$ cat src/logic/flash_block_lock_cfg.svh
// Constants for the flash block lock controller
`ifndef FLASH_BLOCK_LOCK_CFG_SVH
`define FLASH_BLOCK_LOCK_CFG_SVH

`define NUM_BLOCKS      16
`define BLK_W           4
`define ADDR_W          8
`define BLK_MSB         7
`define BLK_LSB         4
`define OFS_MSB         3
`define OFS_W           4
`define OTP_WORDS       4
`define OTP_SEL_W       2

`define OFS_LOCK_STATE  4'h2
`define CODE_LOCK_SETUP 8'h60
`define CODE_LOCK       8'h01
`define CODE_UNLOCK     8'hD0
`define CODE_LOCKDOWN   8'h2F
`define CODE_READ_ID    8'h90
`define CODE_READ_ARRAY 8'hFF

`define LOCK_RESET      16'hFFFF
`define DOWN_RESET      16'h0000
`define OTP_ERASED      64'hFFFF_FFFF_FFFF_FFFF
// Arbitrary neutral factory value
`define OTP_FACTORY     64'h0123_4567_89AB_CDEF

`endif

$ cat src/logic/flash_block_lock_pkg.sv
// Types for the flash block lock controller
`default_nettype none
package flash_block_lock_pkg;

  typedef struct packed {
    logic wsm_ready;
    logic erase_suspended;
    logic erase_err;
    logic program_err;
    logic vpp_err;
    logic program_suspended;
    logic locked_block_err;
    logic reserved;
  } status_flags_t;

  typedef struct packed {
    logic        wr_en;
    logic        rd_en;
    logic [7:0]  addr;
    logic [15:0] wdata;
  } bus_req_t;

  typedef enum logic [0:0] {
    CMD_IDLE,
    CMD_LOCK_SETUP
  } cmd_state_t;

endpackage
`default_nettype wire

$ cat src/logic/flash_block_lock_control.sv
// Per-block lock, lock-down and OTP protection logic of a partitioned NOR flash
`include "flash_block_lock_cfg.svh"
`timescale 1ns/1ps
`default_nettype none

module flash_block_lock_control (
  // Clock and reset
  input  wire logic                           sys_clk_i,
  input  wire logic                           rst_i,
  // Host bus
  input  wire flash_block_lock_pkg::bus_req_t bus_i,
  output logic [15:0]                         rdata_o,
  // Pins and engine status
  input  wire logic                           wp_n_i,
  input  wire logic                           vpp_low_i,
  input  wire logic                           wsm_ready_i,
  input  wire logic                           erase_suspended_i,
  input  wire logic                           program_suspended_i,
  input  wire logic                           status_clear_i,
  output flash_block_lock_pkg::status_flags_t status_flags_o,
  // Program and erase check
  input  wire logic                           pe_req_i,
  input  wire logic [`BLK_W-1:0]              pe_block_i,
  output logic                                pe_go_o,
  output logic                                pe_refused_o,
  // Protection register
  input  wire logic                           otp_prog_i,
  input  wire logic [`OTP_SEL_W-1:0]          otp_sel_i,
  input  wire logic [15:0]                    otp_data_i,
  input  wire logic                           otp_lock_i,
  output logic [127:0]                        otp_value_o,
  output logic                                otp_locked_o
);
  import flash_block_lock_pkg::*;

  cmd_state_t            state_ff;
  logic [`NUM_BLOCKS-1:0] lock_ff;
  logic [`NUM_BLOCKS-1:0] down_ff;
  logic [`NUM_BLOCKS-1:0] eff_lock;
  logic                  id_mode_ff;
  logic                  err5_ff;
  logic                  err4_ff;
  logic                  err3_ff;
  logic                  err1_ff;
  logic [63:0]           user_ff;
  logic                  otp_lock_ff;
  logic                  wp_asserted;
  logic [`BLK_W-1:0]     cmd_blk;
  logic [`OFS_W-1:0]     cmd_ofs;
  logic [7:0]            code;
  logic                  second_cycle;
  logic                  code_ok;
  logic                  protected_blk;
  logic                  lock_apply;
  logic                  otp_bad;
  logic [63:0]           otp_mask;
  logic [63:0]           nxt_user;

  assign wp_asserted   = ~wp_n_i;
  assign cmd_blk       = bus_i.addr[`BLK_MSB:`BLK_LSB];
  assign cmd_ofs       = bus_i.addr[`OFS_MSB:0];
  assign code          = bus_i.wdata[7:0];
  assign second_cycle  = bus_i.wr_en && (state_ff == CMD_LOCK_SETUP);
  assign code_ok       = (code == `CODE_LOCK) || (code == `CODE_UNLOCK) ||
                         (code == `CODE_LOCKDOWN);
  // Hard lock-down: write-protect only bites where lock-down was set
  assign protected_blk = down_ff[cmd_blk] && wp_asserted;
  // Program supply level is not consulted here on purpose
  assign lock_apply    = second_cycle && code_ok && !protected_blk &&
                         !program_suspended_i;
  assign eff_lock      = lock_ff | (down_ff & {`NUM_BLOCKS{wp_asserted}});

  // Command sequencer
  always_ff @(posedge sys_clk_i or posedge rst_i) begin
    if (rst_i) begin
      state_ff <= CMD_IDLE;
    end else if (bus_i.wr_en) begin
      unique case (state_ff)
        CMD_IDLE:       state_ff <= (code == `CODE_LOCK_SETUP) ? CMD_LOCK_SETUP : CMD_IDLE;
        CMD_LOCK_SETUP: state_ff <= CMD_IDLE;
      endcase
    end
  end

  // Identifier versus array read mode
  always_ff @(posedge sys_clk_i or posedge rst_i) begin
    if (rst_i) begin
      id_mode_ff <= 1'b0;
    end else if (bus_i.wr_en && state_ff == CMD_IDLE) begin
      if (code == `CODE_READ_ID) begin
        id_mode_ff <= 1'b1;
      end else if (code == `CODE_READ_ARRAY) begin
        id_mode_ff <= 1'b0;
      end
    end
  end

  // Lock bits
  always_ff @(posedge sys_clk_i or posedge rst_i) begin
    if (rst_i) begin
      lock_ff <= `LOCK_RESET;
    end else begin
      // Asserted write-protect pins locked-down blocks at state 011, so release leaves 111
      if (wp_asserted) begin
        lock_ff <= lock_ff | down_ff;
      end
      if (lock_apply) begin
        if (code == `CODE_UNLOCK) begin
          lock_ff[cmd_blk] <= 1'b0;
        end else begin
          lock_ff[cmd_blk] <= 1'b1;
        end
      end
    end
  end

  // Lock-down bits: only reset clears them
  always_ff @(posedge sys_clk_i or posedge rst_i) begin
    if (rst_i) begin
      down_ff <= `DOWN_RESET;
    end else if (lock_apply && code == `CODE_LOCKDOWN) begin
      down_ff[cmd_blk] <= 1'b1;
    end
  end

  // Read data
  always_ff @(posedge sys_clk_i or posedge rst_i) begin
    if (rst_i) begin
      rdata_o <= 16'h0000;
    end else if (bus_i.rd_en) begin
      if (id_mode_ff && cmd_ofs == `OFS_LOCK_STATE) begin
        rdata_o <= {14'h0000, down_ff[cmd_blk], eff_lock[cmd_blk]};
      end else begin
        rdata_o <= 16'h0000;
      end
    end
  end

  // Program and erase gate; grant is combinational as a handshake
  assign pe_refused_o = pe_req_i && (eff_lock[pe_block_i] || vpp_low_i);
  assign pe_go_o      = pe_req_i && !eff_lock[pe_block_i] && !vpp_low_i;

  // Sticky error flags: a new error in the clear cycle survives
  always_ff @(posedge sys_clk_i or posedge rst_i) begin
    if (rst_i) begin
      err5_ff <= 1'b0;
      err4_ff <= 1'b0;
    end else begin
      err5_ff <= (err5_ff && !status_clear_i) ||
                 (second_cycle && !code_ok) || (otp_prog_i && otp_lock_ff);
      err4_ff <= (err4_ff && !status_clear_i) ||
                 (second_cycle && !code_ok) || otp_bad;
    end
  end

  always_ff @(posedge sys_clk_i or posedge rst_i) begin
    if (rst_i) begin
      err3_ff <= 1'b0;
      err1_ff <= 1'b0;
    end else begin
      err3_ff <= (err3_ff && !status_clear_i) || (pe_req_i && vpp_low_i);
      err1_ff <= (err1_ff && !status_clear_i) || (pe_req_i && eff_lock[pe_block_i]);
    end
  end

  always_ff @(posedge sys_clk_i or posedge rst_i) begin
    if (rst_i) begin
      status_flags_o <= '0;
    end else begin
      status_flags_o.wsm_ready         <= wsm_ready_i;
      status_flags_o.erase_suspended   <= erase_suspended_i;
      status_flags_o.erase_err         <= err5_ff;
      status_flags_o.program_err       <= err4_ff;
      status_flags_o.vpp_err           <= err3_ff;
      status_flags_o.program_suspended <= program_suspended_i;
      status_flags_o.locked_block_err  <= err1_ff;
      status_flags_o.reserved          <= 1'b0;
    end
  end

  // Protection register: user half is AND-only, so bits can fall but never rise
  assign otp_bad  = otp_prog_i && otp_lock_ff;
  // Shift the zeros, not the ones, so words outside the selected one stay all ones
  assign otp_mask = ~({48'h0000_0000_0000, ~otp_data_i} << {otp_sel_i, 4'h0});
  assign nxt_user = user_ff & otp_mask;

  always_ff @(posedge sys_clk_i or posedge rst_i) begin
    if (rst_i) begin
      user_ff <= `OTP_ERASED;
    end else if (otp_prog_i && !otp_lock_ff) begin
      user_ff <= nxt_user;
    end
  end

  always_ff @(posedge sys_clk_i or posedge rst_i) begin
    if (rst_i) begin
      otp_lock_ff <= 1'b0;
    end else if (otp_lock_i) begin
      otp_lock_ff <= 1'b1;
    end
  end

  always_ff @(posedge sys_clk_i or posedge rst_i) begin
    if (rst_i) begin
      otp_value_o  <= {`OTP_ERASED, `OTP_FACTORY};
      otp_locked_o <= 1'b0;
    end else begin
      otp_value_o  <= {user_ff, `OTP_FACTORY};
      otp_locked_o <= otp_lock_ff;
    end
  end
endmodule

`default_nettype wire

$ cat config.mk
export PLATFORM = sky130hd
export DESIGN_NAME = flash_block_lock_control
export DESIGN_NICKNAME = d
export VERILOG_FILES = /design/src/logic/flash_block_lock_pkg.sv /design/src/logic/flash_block_lock_control.sv
export VERILOG_INCLUDE_DIRS = /design/src /design/src/logic
export SDC_FILE = /design/constraint.sdc
export NUM_CORES = 1
export LEC_CHECK = 0
export BUFFER_PORTS_ARGS = -buffer_cell sky130_fd_sc_hd__buf_2
export CORE_MARGIN = 2
export CORE_UTILIZATION = 56
export DETAILED_ROUTE_END_ITERATION = 7
export MAX_ROUTING_LAYER = met4
export PLACE_DENSITY_LB_ADDON = 0.25
export SYNTH_ARGS = -nofsm -noshare
export SYNTH_HDL_FRONTEND = slang
export SYNTH_SLANG_ARGS = --single-unit
$ cat constraint.sdc
create_clock -name sys_clk_i -period 17.65 [get_ports sys_clk_i]
set_clock_uncertainty 0.1 [all_clocks]
set_input_delay 3.53 -clock sys_clk_i [delete_from_list [all_inputs] [get_ports sys_clk_i]]
set_output_delay 3.53 -clock sys_clk_i [all_outputs]
set_load 0.01 [all_outputs]
* Yosys cells after proc, flatten, opt, wreduce, memory -nomap -nowiden
Index checks and enable logic that the tools add are counted.
** Storage, ports and cells
- Flip-flop bits (word level) :: 191
- Bits of input ports :: 59
- Word-level logic and storage cells :: 98
** Cells by class
- $lt $le $gt $ge :: 3
- Eq/ne operators :: 7
- Shift operators :: 1
- Muxes and demuxes :: 16
- Bitwise operators :: 12
- Reductions and logical operators :: 39
** Operator list (number)
- $and A64 B64 Y64 :: 1
- $not A64 Y64 :: 1
- $or A16 B16 Y16 :: 4
- $shl A16 B6 Y64 :: 1
- $mux W16 :: 3
- $and A16 B16 Y16 :: 2
- $not A16 Y16 :: 2
- $eq A8 B8 Y1 const B :: 3
- $logic_and A1 B1 Y1 :: 21
- $bmux W1 S4 :: 3
- $lt A4 B5 Y1 const B :: 2
- $logic_or A1 B1 Y1 :: 9
- $eq A8 B1 Y1 const B :: 1
- $eq A8 B6 Y1 const B :: 1
- $eq A8 B7 Y1 const B :: 1
- $logic_not A1 Y1 :: 7
- $mux W1 :: 7
- $demux W1 S4 :: 1
- $eq A4 B2 Y1 const B :: 1
- $ge A4 B1 Y1 const B :: 1
- $mux W2 :: 1
- $not A1 Y1 :: 2
- $pmux W1 S2 :: 1
- $reduce_and A2 Y1 :: 1
- $reduce_bool A2 Y1 :: 1

* Longest topological paths before layout
Gate-level depths: netlist (run 1).
- Depth in word-level cells :: 8
- Mapped depth :: 7
- Gate-level depth less buffers :: 5

* Worst setup path after synthesis (run 1)
Ideal clock, no wire load.
- Path kind :: input port to output port
- Start :: input pe_block_i[0]
- End :: output pe_go_o
- Arrival :: 5032 ps
- Data required time :: 14020 ps
- Path slack :: 8988 ps
- Stages on the path :: 7
- Path buffers :: 2
- Cell sequence :: clkbuf_1 -> buf_2 -> mux2i_1 -> o211ai_1 -> nand4_1 -> nand4_1 -> nor3b_1
** Between the ends
- Longest elaborated chain between the ends :: 5
** RTL lines
- from (decl) :: line flash_block_lock_control.sv:23 : input wire logic [`BLK_W-1:0] pe_block_i,
- $bmux W1 S4 :: line flash_block_lock_control.sv:141 : assign pe_go_o = pe_req_i && !eff_lock[pe_block_i] && !vpp_low_i;
- $mux W1 (not written as such) :: line flash_block_lock_control.sv:141
- $logic_not A1 Y1 :: line flash_block_lock_control.sv:141
- $logic_and A1 B1 Y1 (2 in series) :: line flash_block_lock_control.sv:141
- to (decl) :: line flash_block_lock_control.sv:24 : output logic pe_go_o,
Every way passes these cells. The select of a mux whose other input is x is not followed.

* Worst setup path in the final report (run 1)
Same ends and word-level chain as after synthesis.

==> results_dict.tcl, run 1 <==
set metrics [dict create \
    leakage_uw 0.00400 \
    wl_per_cell_um 17.7 \
    critPathKind "in -> out" \
    startpoint_type "input port" \
    setup_tns_ns 0 \
    holdPathEnd "otp_value_o[113]" \
    ir_drop_uv 69.8 \
    clock_sinks 177 \
    holdPathStages 0 \
    max-slew-margin-rel 0.369 \
    min_path_type "reg -> reg" \
    yosysSeqAreaShare 0.625 \
    power_density_nw_per_um2 96.4 \
    root_buffer "clkbuf_16" \
    synth_area_leader_cell "dfstp_2" \
    period_minus_slack_ns 8.64 \
    period_share 0.489 \
    yosys-top-cells-count "dfstp_2, buf_4, o21a_1, mux2i_1, dfrtp_1" \
    clk_latency_ns 0.42 \
    cts_tree "built" \
    max_stage_delay_ns 0.38 \
    grt_pass1_wl_um 24900 \
    synth_edf_count 0 \
    die-area_sq_um 14100 \
    synth_cell_type_count 60 \
    critPathRequiredTime_ns 14.02 \
    syn-mean-instance-area_sq_um 13.4 \
    grt_overflow 0 \
    clk_path_buf_depth 2 \
    cpMaxStageDelayCell "buf_2" \
    clock.fmax_mhz 116 \
    grt.total_usage 0.233 \
    yosys_warnings 0 \
    ys_ff_latch 177 \
    setup_slack_ns 9.01 \
    grt_pass1_vias 4933 \
    timing.rr.end "lock_ff[11]" \
    worstHoldStart "user_ff[49]" \
    rsz0062_at_grt "no" \
    synth_cells 549 \
    drc 0 \
    cts_post_setup_buffers_inserted 0 \
    place.gp.congestion 0.941 \
    critPathCaptureType "output pin" \
    cts_buffers 17 \
    antenna_cells 0 \
    tightestPinTransition_ns 0.947 \
    coreArea_sq_um 12700 \
    die_w_um 119 \
    antenna_found_initial 0 \
    drive_gt1_frac 0.469 \
    slew_viol_final 0 \
    setup_violations 0 \
    utilization 0.657 \
    cp.arrival_ns 5.01 \
    dr.pass1.iters 4 \
    fin_nets 732 \
    power_uw 806 \
    fp.dieH_um 119 \
    clk_transition_reported_paths_ns 0.06 \
    area_growth_pct 13.3 \
    synth.most_common_cell "dfstp_2" \
    ant_nets 0 \
    path_max_fanout 16 \
    finalHoldViolCount 0 \
    grt_start_max_net_pins 111 \
    vias 4572 \
    drt_wl_total_um 15200 \
    rows 41 \
    io_buffers 126 \
    routed_via_density 5.33 \
    cts.htree.levels 4 \
    cts_hold_buffers 0 \
    io_pins 214 \
    drt_iter0_drc 306 \
    max-cap-violations 0 \
    dp_hpwl_um 10400 \
    r2r_cells 5 \
    outcome "completed" \
    netlist_area_sq_um 7380 \
    start_util 0.580 \
    synthArstFlopShare 1.00 \
    r2r_slack_ns 15.51 \
    dp_slack_ns 9.02 \
    crit_path_frequent_cell "buf_2" \
    worstPathCellList "buf_2 > mux2i_1 > o211ai_1 > nand3_1 > nand4_1 > nor3b_1 > buf_2" \
    cts.repair.resized 0 \
    r2r_start "down_ff[11]" \
    netlist.area_leader.share 0.513 \
    synthTopCellsByArea "dfstp_2, dfrtp_1, buf_4" \
    synth_ff_type "dfstp_2" \
]
-- per-stage QoR --
stage	cell area (sq um)	hold slack, ns	std cells
3_5_place_dp	7790	0.256	826
5_1_grt	8360	0.271	858
6_report	8360	0.265	858
3_3_place_gp	7790	0.256	826
2_1_floorplan	7670	0.251	626
4_1_cts	8360	0.265	858
-- where the power goes --
| part | switching (uW) | total, uW | internal (uW) |
|---|---|---|---|
| combinational | 30.4 | 40.3 | 9.82 |
| sequential | 0.649 | 410 | 409 |
| clock | 157 | 356 | 198 |
| total | 188 | 806 | 618 |
-- flip-flops by register name, indices dropped and copies added, names as in the netlist --
register	count
user_ff	64
id_mode_ff	1
rdata_o	2
state_ff	1
otp_locked_o	1
err5_ff	1
err4_ff	1
err1_ff	1
otp_lock_ff	1
status_flags_o	7
down_ff	16
lock_ff	16
err3_ff	1
otp_value_o	64
-- worst max-delay path by stage --
stage | slack, ns | startpoint | end | cells after the start
2_1_floorplan | 8.99 | pe_block_i[0] | pe_go_o | 7
4_1_cts | 9.01 | pe_block_i[0] | pe_go_o | 7
3_3_place_gp | 9.08 | pe_block_i[0] | pe_go_o | 7
5_1_grt | 8.85 | pe_block_i[0] | pe_go_o | 7
6_report | 9.01 | pe_block_i[0] | pe_go_o | 7
3_5_place_dp | 9.02 | pe_block_i[0] | pe_go_o | 7
-- cells in the final DEF, fill, tap and decap left out, types with 16 or more instances in the layout --
master / count
dfstp_2: 144
buf_2: 126
conb_1: 79
o21a_1: 63
mux2i_1: 45
dfrtp_1: 33
a21oi_1: 18
clkbuf_16: 18
nand3_1: 16
a21o_1: 16
-- area by class of cell --
| cell class | count | area, sq um |
|---|---|---|
| timing repair buffer | 128 | 646 |
| multi-input combinational | 341 | 2280 |
| clock buffer | 20 | 478 |
| tap | 172 | 215 |
| inverter | 8 | 35.0 |
| clock inverter | 12 | 93.8 |
| sequential | 177 | 4610 |
| fill | 977 | 4360 |
-- critical path: cells and delay by family --
family / cells / cell delay (ns)
simple gates: 3 / 0.55
mux: 1 / 0.25
compound gates: 1 / 0.12
buf+inv: 2 / 0.55
-- kinds of logic (layout without fill, tap and decap cells) --
group                  count (synthesis)  count (layout)  synth area share
AO/OA/AOI/OAI                        132             132             0.132
buffers and inverters                108             168             0.105
flip-flops                           177             177             0.625
multiplexers                          51              51            0.0732
other                                  2              79           0.00102
AND/OR/NAND/NOR                       79              79            0.0643
-- per-layer routing --
layer | up-vias | track usage | wire [um]
met5 | - | - | 0
met4 | 0 | 0.0826 | 273
met3 | 24 | 0.0700 | 1050
met2 | 185 | 0.380 | 7870
met1 | 2328 | 0.275 | 6010
li1 | 2035 | - | -
No activity file was read; power rests on OpenSTA's default activity.
==> run 2, diff against run 1 <==
Settings changed: CORE_UTILIZATION 56 to 52.
Clock period 17.65 ns to 8.7 ns, I/O delays scaled along.
==> results_dict.tcl, run 2 (synthesized netlist as in run 1, its figures left out) <==
set metrics [dict create \
    crit_path_frequent_cell "buf_2" \
    antenna_found_initial 0 \
    cts.repair.resized 0 \
    outcome "completed" \
    slew_viol_final 0 \
    critPathCaptureType "output pin" \
    max_stage_delay_ns 0.40 \
    place.gp.congestion 0.861 \
    fp.dieH_um 123 \
    hold_ws_ns 0.258 \
    setup_tns_ns 0 \
    cts_tree "built" \
    area_growth_pct 14.0 \
    switchingPower_uw 390 \
    drive_gt1_frac 0.469 \
    rsz0062_at_grt "no" \
    antenna_cells 0 \
    wl_per_cell_um 16.9 \
    max-slew-margin-rel 0.347 \
    p_int_uw 1290 \
    io_pins 214 \
    grt_overflow 0 \
    clock_sinks 177 \
    top_regs "otp_value_o: 64 flops, user_ff: 64 flops" \
    busiest_layer "met2" \
    seqPwrFrac 0.496 \
    cp.arrival_ns 3.24 \
    grt_use_met1 0.255 \
    ant_nets 0 \
    die_w_um 123 \
    fillers 1151 \
    clock.fmax_mhz 197 \
    path_max_fanout 16 \
    clk_transition_reported_paths_ns 0.07 \
    grt_pass1_vias 4487 \
    use_met2 0.320 \
    io_buffers 126 \
    drt_wl_total_um 14600 \
    cts_post_setup_buffers_inserted 0 \
    worst-path-buf-inv 2 \
    power_uw 1680 \
    finalHoldViolCount 0 \
    worstPathCellList "buf_2 > mux2i_1 > o211ai_1 > nand4b_1 > nand4_1 > nor3b_1 > buf_2" \
    leakage_uw 0.00402 \
    grtUsageMet3 0.0673 \
    min_path_type "reg -> reg" \
    clk_path_buf_depth 2 \
    p_clk_frac 0.456 \
    power_density_nw_per_um2 199 \
    start_util 0.532 \
    cts_buffers 17 \
    final_cell_mix "dfstp_2, buf_2, conb_1" \
    root_buffer "clkbuf_16" \
    tightestPinTransition_ns 0.980 \
    critPathKind "in -> out" \
    rows 43 \
    startpoint_type "input port" \
    clk_latency_ns 0.41 \
    cpMaxStageDelayCell "buf_2" \
    vias 4483 \
    swShare 0.232 \
    grt.total_usage 0.207 \
    setup_violations 0 \
    dp.cells 834 \
    path_delay_family "buffers and inverters" \
    period_share 0.584 \
    drc 0 \
    critPathRequiredTime_ns 6.86 \
    period_minus_slack_ns 5.08 \
    grt_pass1_wl_um 23000 \
    die-area_sq_um 15200 \
    cts.htree.levels 4 \
    dr.pass1.iters 4 \
    drt_iter0_drc 233 \
    cts_hold_buffers 0 \
    max-cap-violations 0 \
    routed_via_density 5.18 \
    fin_cells 866 \
    fin_nets 732 \
    coreArea_sq_um 13900 \
    final_common_cell "dfstp_2" \
    power_frac_comb 0.049 \
    ir_drop_uv 160 \
    dp_hpwl_um 9950 \
    grt_start_max_net_pins 117 \
]
==> run 2: changes by cell type in the layout (fill, tap and decap cells not counted) <==
cell and change:
inv_8 +1, clkinv_8 +1, clkinv_2 -3, bufinv_16 +1
==> run 2: final cells by class <==
type	count	area, sq um	area share
tap	180	225	0.0268
sequential	177	4610	0.548
multi-input combinational	341	2280	0.271
clock buffer	20	478	0.0568
inverter	8	35.0	0.00416
clock inverter	12	136	0.0162
timing repair buffer	128	646	0.0767
==> run 2: worst register-to-register path: stages, from the launching register on <==
cell and delay, ns:
dfrtp_1 0.42, mux2i_1 0.22, a22oi_1 0.17, a31oi_1 0.72, nand3_1 0.19, mux2i_1 0.20
==> run 2: path summary, 6_finish.rpt <==
path	startpoint	endpoint	slack, ns	cells after the start
setup reg to reg	down_ff[11]	lock_ff[10]	6.61	5
hold / removal	user_ff[22]	otp_value_o[86]	0.26	0
max in group asynchronous	rst_i	id_mode_ff	5.73	3
setup / recovery	pe_block_i[0]	pe_go_o	3.62	7
hold reg to reg	user_ff[22]	otp_value_o[86]	0.26	0
min in group asynchronous	rst_i	down_ff[14]	1.49	2
==> run 2: routing by layer <==
| metal | up-vias | share of wire |
|---|---|---|
| li1 | 2029 | - |
| met1 | 2290 | 0.41 |
| met2 | 147 | 0.51 |
| met3 | 17 | 0.074 |
| met4 | 0 | 0.013 |
| met5 | - | 0 |
==> run 2: power groups by stage <==
stage	combinational [uW]	sequential [uW]	clock, uW
2_1_floorplan	77.7	845	0
3_3_place_gp	79.8	844	0
3_5_place_dp	81.7	844	0
4_1_cts	82.1	832	782
5_1_grt	92.6	832	815
6_report	81.9	832	765
==> run 2: metrics by stage <==
step	utilization	area (sq um)	worst slack, ns
finish	0.606	8410	3.62
global placement	0.562	7800	3.63
detailed placement	0.562	7800	3.59
floorplan	-	7670	2.30
CTS	0.606	8410	3.58
global route	0.606	8410	3.48
